File: src/verilog/ast_pkg.sv
// Constants, register map and types for the asynchronous serial transmitter.
// Notes on behaviour
// - Frame is start bit at space, 8 or 9 data bits, stop bit at mark.
// - Line rests at mark when idle; data bits held flat, no return to neutral.
// - Least significant data bit goes onto the line first.
// - Every bit, start and stop included, lasts exactly one baud period.
// - Bit timing comes from a divider of the system clock, 8-bit or 16-bit.
// - No parity is computed; software supplies any parity as ninth bit.
// - Transmission active only with transmit enable, port enable, clocked mode off.
// - Pin driven only while transmission active; port enable alone leaves it released.
// - A disabled section releases its pin for general purpose use.
// - Writing the holding buffer starts a character; empty shifter takes it at once.
// - Busy shifter: character waits for stop bit end, then transfers within one cycle.
// - Polarity bit 0 gives high-true line, 1 inverts idle and data.
// - Buffer-empty flag high when enabled and buffer empty; read-only.
// - Flag valid by the second instruction cycle after a buffer write.
// - Flag follows buffer regardless; request only when flag and its enable.
// - Shifter-empty status clears on load, sets after last bit; no interrupt.
// - Nine-bit mode shifts nine bits, ninth bit is the most significant.
// - Ninth bit written first; all nine bits captured at the buffer write.
package ast_pkg;

	localparam logic [3:0] AST_CTRL_OFS = 4'h0;
	localparam logic [3:0] AST_STAT_OFS = 4'h4;
	localparam logic [3:0] AST_DATA_OFS = 4'h8;
	localparam logic [3:0] AST_BAUD_OFS = 4'hc;

	localparam int AST_CTRL_SERIAL_PORT_ENABLE = 0;
	localparam int AST_CTRL_TRANSMIT_ENABLE = 1;
	localparam int AST_CTRL_SYNC = 2;
	localparam int AST_CTRL_NINE = 3;
	localparam int AST_CTRL_D9 = 4;
	localparam int AST_CTRL_INV = 5;
	localparam int AST_CTRL_HS = 6;
	localparam int AST_CTRL_WIDE = 7;
	localparam int AST_CTRL_IE = 8;
	localparam int AST_CTRL_W = 9;

	localparam int AST_STAT_FLAG = 0;
	localparam int AST_STAT_EMPTY = 1;
	localparam int AST_STAT_IRQ = 2;

	localparam logic [8:0] AST_CTRL_RST = 9'h000;
	localparam logic [15:0] AST_BAUD_RST = 16'h0000;

	// Clocks per divisor step for the low-speed and high-speed settings.
	localparam int AST_PRESC_LO = 16;
	localparam int AST_PRESC_HI = 4;
	localparam int AST_DIV_W = 16;

	localparam int AST_BITS_LO = 8;
	localparam int AST_BITS_HI = 9;

	localparam int AST_CLK_HZ = 20000000;

	typedef enum logic [1:0] {
		AST_IDLE = 2'b00,
		AST_START = 2'b01,
		AST_DATA = 2'b10,
		AST_STOP = 2'b11
	} ast_state_t;

endpackage : ast_pkg

File: src/verilog/ast_baud.sv
// Baud tick generator dividing the system clock by prescale times divisor plus one.
module ast_baud
	import ast_pkg::*;
#(
	parameter int DIV_W = AST_DIV_W
) (
	input wire logic clk_sys,
	input wire logic resetn,
	input wire logic clk_en,
	input wire logic run,
	input wire logic restart,
	input wire logic high_speed,
	input wire logic wide,
	input wire logic [DIV_W-1:0] divisor,
	output logic tick
);

	// The narrow-counter masking below assumes a sixteen-bit divisor.
	if (DIV_W != AST_DIV_W) begin : g_bad_div_w
		$error("ast_baud: divisor width must be 16");
	end

	logic [4:0] pre_q;
	logic [DIV_W-1:0] div_q;
	logic [DIV_W-1:0] lim;
	logic [4:0] pre_lim;
	logic pre_end;

	// The narrow counter ignores the high divisor byte.
	assign lim = wide ? divisor : {8'h00, divisor[7:0]};
	assign pre_lim = high_speed ? 5'(AST_PRESC_HI - 1) : 5'(AST_PRESC_LO - 1);
	assign pre_end = (pre_q == pre_lim);
	assign tick = run && !restart && pre_end && (div_q == lim);

	always_ff @(posedge clk_sys) begin
		if (!resetn) begin
			pre_q <= 5'h00;
			div_q <= '0;
		end else if (clk_en) begin
			if (!run || restart || tick) begin
				pre_q <= 5'h00;
				div_q <= '0;
			end else if (pre_end) begin
				pre_q <= 5'h00;
				div_q <= div_q + 1'b1;
			end else begin
				pre_q <= pre_q + 5'h01;
			end
		end
	end

	logic [23:0] gap_q;
	always_ff @(posedge clk_sys) begin
		if (!resetn) begin
			gap_q <= 24'h000000;
		end else if (clk_en) begin
			gap_q <= (!run || restart || tick) ? 24'h000000 : gap_q + 24'h000001;
		end
	end
endmodule : ast_baud

File: src/verilog/ast_tx.sv
// Asynchronous serial transmitter with a classic Wishbone register slave.
module ast_tx
	import ast_pkg::*;
(
	input wire logic clk_sys,
	input wire logic resetn,
	input wire logic clk_en,
	input wire logic wb_cyc_i,
	input wire logic wb_stb_i,
	input wire logic wb_we_i,
	input wire logic [3:0] wb_adr_i,
	input wire logic [3:0] wb_sel_i,
	input wire logic [31:0] wb_dat_i,
	output logic [31:0] wb_dat_o,
	output logic wb_ack_o,
	output logic transmit_clock_pin_out,
	output logic transmit_clock_pin_oe,
	output logic tx_irq
);

	function automatic logic hit(input logic [3:0] adr, input logic [3:0] ofs);
		hit = (adr == ofs);
	endfunction : hit

	logic ack_q;
	logic req;
	logic wr;
	logic [AST_CTRL_W-1:0] ctrl_q;
	logic [15:0] baud_q;
	logic [8:0] hold_q;
	logic hold_full_q;
	logic [8:0] shift_q;
	logic [3:0] cnt_q;
	logic line_q;
	logic irq_q;
	logic [31:0] rdat_q;
	ast_state_t state_q;
	logic tick;
	logic active;
	logic flag;
	logic empty;
	logic load;
	logic load_idle;
	logic data_wr;
	logic [3:0] last_bit;

	assign req = wb_cyc_i && wb_stb_i && !ack_q;
	assign wr = req && wb_we_i;
	assign wb_ack_o = ack_q;
	assign wb_dat_o = rdat_q;

	assign active = ctrl_q[AST_CTRL_TRANSMIT_ENABLE] && ctrl_q[AST_CTRL_SERIAL_PORT_ENABLE] && !ctrl_q[AST_CTRL_SYNC];
	assign flag = active && !hold_full_q;
	assign empty = (state_q == AST_IDLE);
	assign data_wr = wr && hit(wb_adr_i, AST_DATA_OFS) && wb_sel_i[0];
	assign last_bit = ctrl_q[AST_CTRL_NINE] ? 4'(AST_BITS_HI - 1) : 4'(AST_BITS_LO - 1);

	// A waiting character moves in on the stop bit's closing tick, so the
	// next start bit follows with no idle gap at all.
	assign load_idle = active && hold_full_q && (state_q == AST_IDLE);
	assign load = load_idle || (active && hold_full_q && (state_q == AST_STOP) && tick);

	// Registers answer one cycle after the request; ack then drops for a cycle.
	always_ff @(posedge clk_sys) begin
		if (!resetn) begin
			ack_q <= 1'b0;
		end else if (clk_en) begin
			ack_q <= req;
		end
	end

	always_ff @(posedge clk_sys) begin
		if (!resetn) begin
			ctrl_q <= AST_CTRL_RST;
		end else if (clk_en && wr && hit(wb_adr_i, AST_CTRL_OFS)) begin
			if (wb_sel_i[0]) begin
				ctrl_q[7:0] <= wb_dat_i[7:0];
			end
			if (wb_sel_i[1]) begin
				ctrl_q[AST_CTRL_IE] <= wb_dat_i[AST_CTRL_IE];
			end
		end
	end

	always_ff @(posedge clk_sys) begin
		if (!resetn) begin
			baud_q <= AST_BAUD_RST;
		end else if (clk_en && wr && hit(wb_adr_i, AST_BAUD_OFS)) begin
			if (wb_sel_i[0]) begin
				baud_q[7:0] <= wb_dat_i[7:0];
			end
			if (wb_sel_i[1]) begin
				baud_q[15:8] <= wb_dat_i[15:8];
			end
		end
	end

	always_ff @(posedge clk_sys) begin
		if (!resetn) begin
			rdat_q <= 32'h00000000;
		end else if (clk_en && req) begin
			rdat_q <= 32'h00000000;
			if (!wb_we_i && hit(wb_adr_i, AST_CTRL_OFS)) begin
				rdat_q[AST_CTRL_W-1:0] <= ctrl_q;
			end
			if (!wb_we_i && hit(wb_adr_i, AST_STAT_OFS)) begin
				rdat_q[AST_STAT_FLAG] <= flag;
				rdat_q[AST_STAT_EMPTY] <= empty;
				rdat_q[AST_STAT_IRQ] <= irq_q;
			end
		end
	end

	// The ninth bit is caught with the data write, so a later change of it
	// cannot alter a character already queued.
	always_ff @(posedge clk_sys) begin
		if (!resetn) begin
			hold_q <= 9'h000;
			hold_full_q <= 1'b0;
		end else if (clk_en) begin
			if (!active) begin
				hold_full_q <= 1'b0;
			end else if (data_wr) begin
				hold_q <= {ctrl_q[AST_CTRL_D9], wb_dat_i[7:0]};
				hold_full_q <= 1'b1;
			end else if (load) begin
				hold_full_q <= 1'b0;
			end
		end
	end

	ast_baud #(
		.DIV_W(AST_DIV_W)
	) u_baud (
		.clk_sys(clk_sys),
		.resetn(resetn),
		.clk_en(clk_en),
		.run(active),
		.restart(load_idle),
		.high_speed(ctrl_q[AST_CTRL_HS]),
		.wide(ctrl_q[AST_CTRL_WIDE]),
		.divisor(baud_q),
		.tick(tick)
	);

	always_ff @(posedge clk_sys) begin
		if (!resetn) begin
			state_q <= AST_IDLE;
			shift_q <= 9'h000;
			cnt_q <= 4'h0;
			line_q <= 1'b1;
		end else if (clk_en) begin
			if (!active) begin
				state_q <= AST_IDLE;
				line_q <= 1'b1;
			end else if (load) begin
				shift_q <= hold_q;
				cnt_q <= 4'h0;
				line_q <= 1'b0;
				state_q <= AST_START;
			end else if (tick) begin
				case (state_q)
					AST_START: begin
						line_q <= shift_q[0];
						shift_q <= {1'b0, shift_q[8:1]};
						state_q <= AST_DATA;
					end
					AST_DATA: begin
						if (cnt_q == last_bit) begin
							line_q <= 1'b1;
							state_q <= AST_STOP;
						end else begin
							line_q <= shift_q[0];
							shift_q <= {1'b0, shift_q[8:1]};
							cnt_q <= cnt_q + 4'h1;
						end
					end
					AST_STOP: begin
						state_q <= AST_IDLE;
					end
					default: begin
						state_q <= AST_IDLE;
						line_q <= 1'b1;
					end
				endcase
			end
		end
	end

	always_ff @(posedge clk_sys) begin
		if (!resetn) begin
			irq_q <= 1'b0;
		end else if (clk_en) begin
			irq_q <= flag && ctrl_q[AST_CTRL_IE];
		end
	end

	assign tx_irq = irq_q;
	assign transmit_clock_pin_out = line_q ^ ctrl_q[AST_CTRL_INV];
	// The pin is released whenever transmission is off, so it can serve other uses.
	assign transmit_clock_pin_oe = active;
endmodule : ast_tx
File: config.mk
export PLATFORM = sky130hd
export DESIGN_NAME = ast_tx
export DESIGN_NICKNAME = d
export VERILOG_FILES = /design/src/verilog/ast_pkg.sv /design/src/verilog/ast_baud.sv /design/src/verilog/ast_tx.sv
export SDC_FILE = /design/constraint.sdc
export NUM_CORES = 1
export LEC_CHECK = 0
export BUFFER_PORTS_ARGS = -buffer_cell sky130_fd_sc_hd__buf_2
export CAP_MARGIN = 40
export CORE_MARGIN = 2
export CORE_UTILIZATION = 45
export CTS_CLUSTER_SIZE = 14
export DETAILED_ROUTE_END_ITERATION = 10
export PLACE_DENSITY = 0.8
export SLEW_MARGIN = 20
export SYNTH_ARGS = -nofsm -noshare
export SYNTH_HDL_FRONTEND = slang
export SYNTH_HIERARCHICAL = 1
export SYNTH_SLANG_ARGS = --single-unit
File: constraint.sdc
create_clock -name clk_sys -period 3.06 [get_ports clk_sys]
set_input_delay 0.306 -clock clk_sys [delete_from_list [all_inputs] [get_ports clk_sys]]
set_output_delay 0.306 -clock clk_sys [all_outputs]
set_load 0.02 [all_outputs]
; Word-level counts from Yosys, hierarchy flattened
; Cells that the tools add are included.
[op_classes]
n_addsub = 3
n_eq_ne = 15
muxes = 30
n_bitwise = 1
reduce_logical = 48
[ops]
columns = operator, count
row1 = 16-bit 2-to-1 mux, 3
row2 = 9-bit 2-to-1 mux, 4
row3 = 4-bit 2-to-1 mux, 6
row4 = 1-bit logical AND, 22
row5 = 9-bit one-hot mux with 2 select lines, 1
row6 = 16-bit by 1-bit adder with 16-bit output (second input constant), 1
row7 = 16-bit equality test, 1
row8 = 2-bit AND reduction, 6
row9 = 5-bit 2-to-1 mux, 2
row10 = 5-bit AND reduction, 2
row11 = 3-bit AND reduction, 3
row12 = 4-bit equality test (second input constant), 2
row13 = 2-bit 2-to-1 mux, 4
row14 = 1-bit 2-to-1 mux, 7
row15 = 1-bit zero test, 6
row16 = 3-bit != test (second input constant), 2
row17 = 2-bit nonzero test, 3
row18 = 5-bit by 1-bit adder with 5-bit output (second input constant), 1
row19 = 5-bit equality test, 1
row20 = 4-bit by 1-bit adder with 4-bit output (second input constant), 1
row21 = 2-bit equality test (second input constant), 2
row22 = 4-bit by 3-bit equality test with 1-bit output (second input constant), 1
row23 = 4-bit equality test, 1
row24 = 4-bit zero test, 1
row25 = 12 further kinds, 14
[totals]
register_bits = 83
in_bits = 46
output_inout_bits = 36
wordCells = 112

; Longest topological paths before layout
[depth]
word_depth = 13
depth_mapped = 13

; Hierarchy
; Netlist, hierarchy kept.
[by_module_without_submodules]
columns = module, instances, cells_each, area_each_um2, seq_area_each_um2
row1 = ast_tx, 1, 316, 3044.2, 1241.2
row2 = ast_baud, 1, 159, 1326.3, 420.4

; Worst setup path before layout
; Ideal clock, no wire load.
[synth_path]
path_kind = register to register
startpoint = reg ctrl_q[2]
endpoint = reg shift_q[7]
setup_time_ps = 87
t_arrival_ps = 2935
path_slack_ps = 38
stages_incl_launch_ff = 14
period_less_slack_ps = 3022
cell_sequence = dfxtp_1 > nand3b_1 > inv_2 > and3_1 > nand2b_1 > clkbuf_1 > nor4_1 > nand4_1 > nor3_1 > a21o_1 > and3_1 > buf_4 > a2bb2oi_4 > o31ai_1
[synth_via]
elab_chain_len = 12
[synth_lines]
columns = item, line_no
row1 = start: declaration, ast_tx.sv:28  ; logic [AST_CTRL_W-1:0] ctrl_q;
row2 = start signal: assignment, ast_tx.sv:77  ; ctrl_q[7:0] <= wb_dat_i[7:0];
row3 = start signal: indexed assignment, ast_tx.sv:80  ; ctrl_q[AST_CTRL_IE] <= wb_dat_i[AST_CTRL_IE];
row4 = 1-bit zero test (*), ast_tx.sv:52  ; assign active = ctrl_q[AST_CTRL_TRANSMIT_ENABLE] && ctrl_q[AST_CTRL_SERIAL_PORT_ENABLE] && !ctrl_q[AST_CTRL_SY ...
row5 = 1-bit logical AND (*), ast_tx.sv:52
row6 = via transmit_clock_pin_oe, ast_tx.sv:17  ; output logic transmit_clock_pin_oe,
row7 = 1-bit logical AND (*) (2 in series), ast_tx.sv:60  ; assign load_idle = active && hold_full_q && (state_q == AST_IDLE);
row8 = via load_idle, ast_tx.sv:43  ; logic load_idle;
row9 = 1-bit zero test (*), ast_baud.sv:33  ; assign tick = run && !restart && pre_end && (div_q == lim);
row10 = 1-bit logical AND (*) (3 in series), ast_baud.sv:33
row11 = via tick, ast_tx.sv:38  ; logic tick;
row12 = 1-bit logical AND, ast_tx.sv:61  ; assign load = load_idle || (active && hold_full_q && (state_q == AST_STOP) && tick);
row13 = 1-bit logical OR, ast_tx.sv:61
row14 = "3-bit != test (no source line), or another cell as far along", -
row15 = 5-bit AND reduction (no source line), -
row16 = end signal: assignment, ast_tx.sv:157  ; shift_q <= hold_q;
row17 = end signal: assignment, ast_tx.sv:165  ; shift_q <= {1'b0, shift_q[8:1]};
row18 = end signal: assignment, ast_tx.sv:174  ; shift_q <= {1'b0, shift_q[8:1]};
row19 = end: declaration, ast_tx.sv:32  ; logic [8:0] shift_q;
; Mark *: on every way through the listed nets, which the timed path passes. The rest lies on a longest branch.
; A chain may end at the register's enable or synchronous reset.

; Worst setup path in the final report
[layout_path]
startpoint = reg state_q[0]
endpoint = reg shift_q[6]
[layout_via]
elab_chain_len = 10
[layout_lines]
columns = item, line_no
row1 = start: declaration, ast_tx.sv:37  ; ast_state_t state_q;
row2 = start signal: assignment, ast_tx.sv:148  ; state_q <= AST_IDLE;
row3 = start signal: assignment, ast_tx.sv:154  ; state_q <= AST_IDLE;
row4 = start signal: assignment, ast_tx.sv:160  ; state_q <= AST_START;
row5 = 2-bit zero test (*), ast_tx.sv:60
row6 = 1-bit logical AND (*), ast_tx.sv:60
row7 = via load_idle, ast_tx.sv:43
row8 = 1-bit zero test (*), ast_baud.sv:33
row9 = 1-bit logical AND (*) (3 in series), ast_baud.sv:33
row10 = via tick, ast_tx.sv:38
row11 = 1-bit logical AND, ast_tx.sv:61
row12 = 1-bit logical OR, ast_tx.sv:61
row13 = "3-bit != test (no source line), or another cell as far along", -
row14 = 5-bit AND reduction (no source line), -
; Mark *: on every way through the listed nets, which the timed path passes. The rest lies on a longest branch. The select of a mux whose other input is x is not followed.

==> flow_summary.yaml <==
grt:
  grt_pass1_vias: 3446
  grt_first_pass_wirelength_um: 16700
  grt_max_degree: 51
  antenna_found_initial: 0
  grt_remaining_overflow: 0
  grt_usage: 0.201
yosys:
  synthTopCellsByArea: "dfxtp_1 (38%), mux2i_1 (11%), nor2_1 (4.5%), buf_4 (4.3%), xor2_1 (3.8%)"
  yosysMostFrequentCell: "dfxtp_1"
  synth_edf_count: 0
  ys_ff_latch: 83
  synth.avg_cell_area_um2: 9.20
  yosys_warnings: 6
  netlist_top_cells_count: "dfxtp_1 (83), nor2_1 (52), mux2i_1 (46), nand2_1 (26), buf_4 (25)"
  syn-cell-area_um2: 4370
  synth_cells: 475
  synth.top_cell.area_share: 0.380
  synth_cell_types: 63
  synth_flop_cell: "dfxtp_1"
  synth_seq_area_share: 0.380
  post-synth-top-area-cell: "dfxtp_1"
  async_flop_share: 0
detailed_routing:
  ant_nets: 0
  wire_per_inst_um: 15.4
  vias: 3685
  first_pass_iters: 5
  drt-total-wl_um: 10000
  via_per_inst: 5.64
  drtIter0Drc: 248
  drc: 0
pwr:
  combPwrFrac: 0.054
  ir_worst_vdd_mv: 0.169
  p_per_area_nw_per_um2: 414
  seqPwrFrac: 0.538
  swShare: 0.229
  power_switching_uw: 462
  leakage_uw: 0.00189
  cellInternalPower_uw: 1560
  clkPwrFrac: 0.407
timing:
  setup_viol: 0
  setup_ws_ps: 243
  whs_ps: 183
  clock_skew_ps: 9.48
  maxSlewHeadroom: 0.568
  setup_tns_ps: 0
  rsz0062_at_grt: "false"
  finalCritPeriodShare: 0.921
  slew_viol_final: 0
  worst_pin_slew_ps: 642
  period_needed_ps: 2820
  fmax_mhz: 355
  hold_violations: 0
setup_path:
  end_kind: "register"
  path_buf_inv: 3
  cpLargestDelayFamily: "simple AND/OR/NAND/NOR gates"
  required_ps: 3320
  cp_max_fo: 9
  worstPathArrival_ps: 3080
  critPathKind: "reg -> reg"
  reg2regPathDepth: 13
  rrSetupSlack_ps: 240
  cp-start-kind: "register"
  critPathSlowestCell: "dfxtp_1"
  critPathMaxStageDelay_ps: 390
  timing.rr.start: "state_q[0]"
  cp_num_cells: 13
  crit_path_cell_trace: "inv_1 > ha_1 > and3_1 > nand2b_1 > nor4_1 > nand4_1 > nor3_2 > buf_4 > a21o_4 > and3_1 > buf_4 > a2bb2oi_4 > o31ai_1"
  r2r-end: "shift_q[6]"
min_path:
  min_path_type: "in -> reg"
  hold_depth: 3
  whs_endpoint: "baud_q[12]"
  hold_start: "wb_dat_i[12]"
job:
  drv_cap: 0
clocking:
  clk-insertion-delay-late_ps: 360
  cts-root-buf: "clkbuf_8"
  ctsHtreeMaxLevel: 3
  cts_setup_buffers: 0
  clk_pin_slew_worst_paths_ps: 80
  cts.path.max_buffers: 2
  cts_buffers: 9
  clkSinkCount: 83
  cts_tree: "done"
die:
  coreArea_um2: 9330
  dieArea_um2: 10500
  initial_core_util: 0.469
  fp.dieW_um: 103
  io_pins: 82
  rows: 35
  dieHeight_um: 103
layout:
  drive_above_1_share: 0.170
  fill_cells: 850
  multi_input_area_um2: 2470
  area.growth.synth_to_final_pct: 11.6
  final_util: 0.523
  finalNetCount: 572
  regArea_um2: 1660
  final_area_um2: 4880
  n_antenna_cell: 0
place:
  dp_hpwl_um: 7290
  place_congestion: 0.798
  port_buffers: 40
  preCtsSetupSlack_ps: 164
  place_area_um2: 4650
status:
  status: "finished, final reports clean"
## routing by layer
layer  up-vias  wire (µm)  track usage
met3        21        532       0.0386
met1      1776       4640        0.273
met5         -          0            0
met2       115       4640        0.315
met4         0        220       0.0779
li1       1773          -            -
## layout by cell type, fill, tap and decap left out, types with 4 or more instances in the layout
master / n
or4_1: 4
xnor2_1: 4
buf_2: 40
nor3_1: 10
a211oi_1: 11
and2_1: 8
o21ai_0: 12
a21oi_1: 10
clkbuf_8: 12
nor2_1: 52
o31ai_1: 11
or3_1: 7
buf_4: 16
xor2_1: 19
nand4_1: 8
inv_1: 13
o221ai_1: 10
o211ai_1: 8
mux2i_1: 46
nand2_1: 26
conb_1: 23
a22oi_1: 7
dfxtp_1: 83
and3_1: 7
nand3_1: 14
ha_1: 7
nand2b_1: 4
## power groups by stage
stage / Combinational, µW / Clock (µW) / Sequential, µW
after floorplan: 91.0 / 0 / 1110
after global placement: 106 / 0 / 1110
after detailed placement: 109 / 0 / 1110
after CTS: 109 / 834 / 1090
after global routing: 120 / 882 / 1090
final: 110 / 822 / 1090
## layout make-up
| type | instances | area share |
|---|---|---|
| clock buffer | 15 | 0.0362 |
| clock inverter | 1 | 0.00616 |
| inverter | 14 | 0.0108 |
| multi-input combinational | 354 | 0.506 |
| sequential | 83 | 0.341 |
| tap | 129 | 0.0331 |
| timing repair buffer | 57 | 0.0672 |
## cell families after synthesis
| logic type | count (synthesis) | share of synthesized area |
|---|---|---|
| XOR/XNOR | 23 | 0.0461 |
| buffers and inverters | 60 | 0.0770 |
| other | 1 | 0.000858 |
| AND/OR/NAND/NOR | 168 | 0.216 |
| adder cells (fa/ha/maj) | 7 | 0.0200 |
| flip-flops | 83 | 0.380 |
| AO/OA/AOI/OAI | 87 | 0.155 |
| multiplexers | 46 | 0.105 |
## per-stage QoR
stage               power, µW  cells
finish                   2020    653
global route             2090    653
CTS                      2030    652
detailed placement       1220    636
global placement         1220    636
floorplan                1200    497
## how the worst max path moves through the flow
stage,start,end,slack (ps)
2_1_floorplan,ctrl_q[2],shift_q[7],40
3_3_place_gp,state_q[0],shift_q[5],160
3_5_place_dp,u_baud/div_q[9],state_q[0],160
4_1_cts,u_baud/div_q[9],state_q[0],140
5_1_grt,state_q[0],shift_q[6],20
6_report,state_q[0],shift_q[6],240
## repair_timing
action / in CTS / in global routing
gates resized for setup: 0 / 2
hold buffers: 0 / 0
endpoints found under the setup margin: 0 / 12
## tightest hold or removal path, cell delays in order
cell     delay (ps)
buf_2            70
mux2i_1          50
nor2_1           70
## sequential cells by signal, indices dropped and copies added, names as in the netlist
signal,flops
baud_q,16
u_baud/div_q,16
ctrl_q,9
hold_q,9
shift_q,9
wb_dat_o,9
u_baud/pre_q,5
cnt_q,4
state_q,2
hold_full_q,1
line_q,1
tx_irq,1
wb_ack_o,1
No activity file was read; power rests on OpenSTA's default activity.
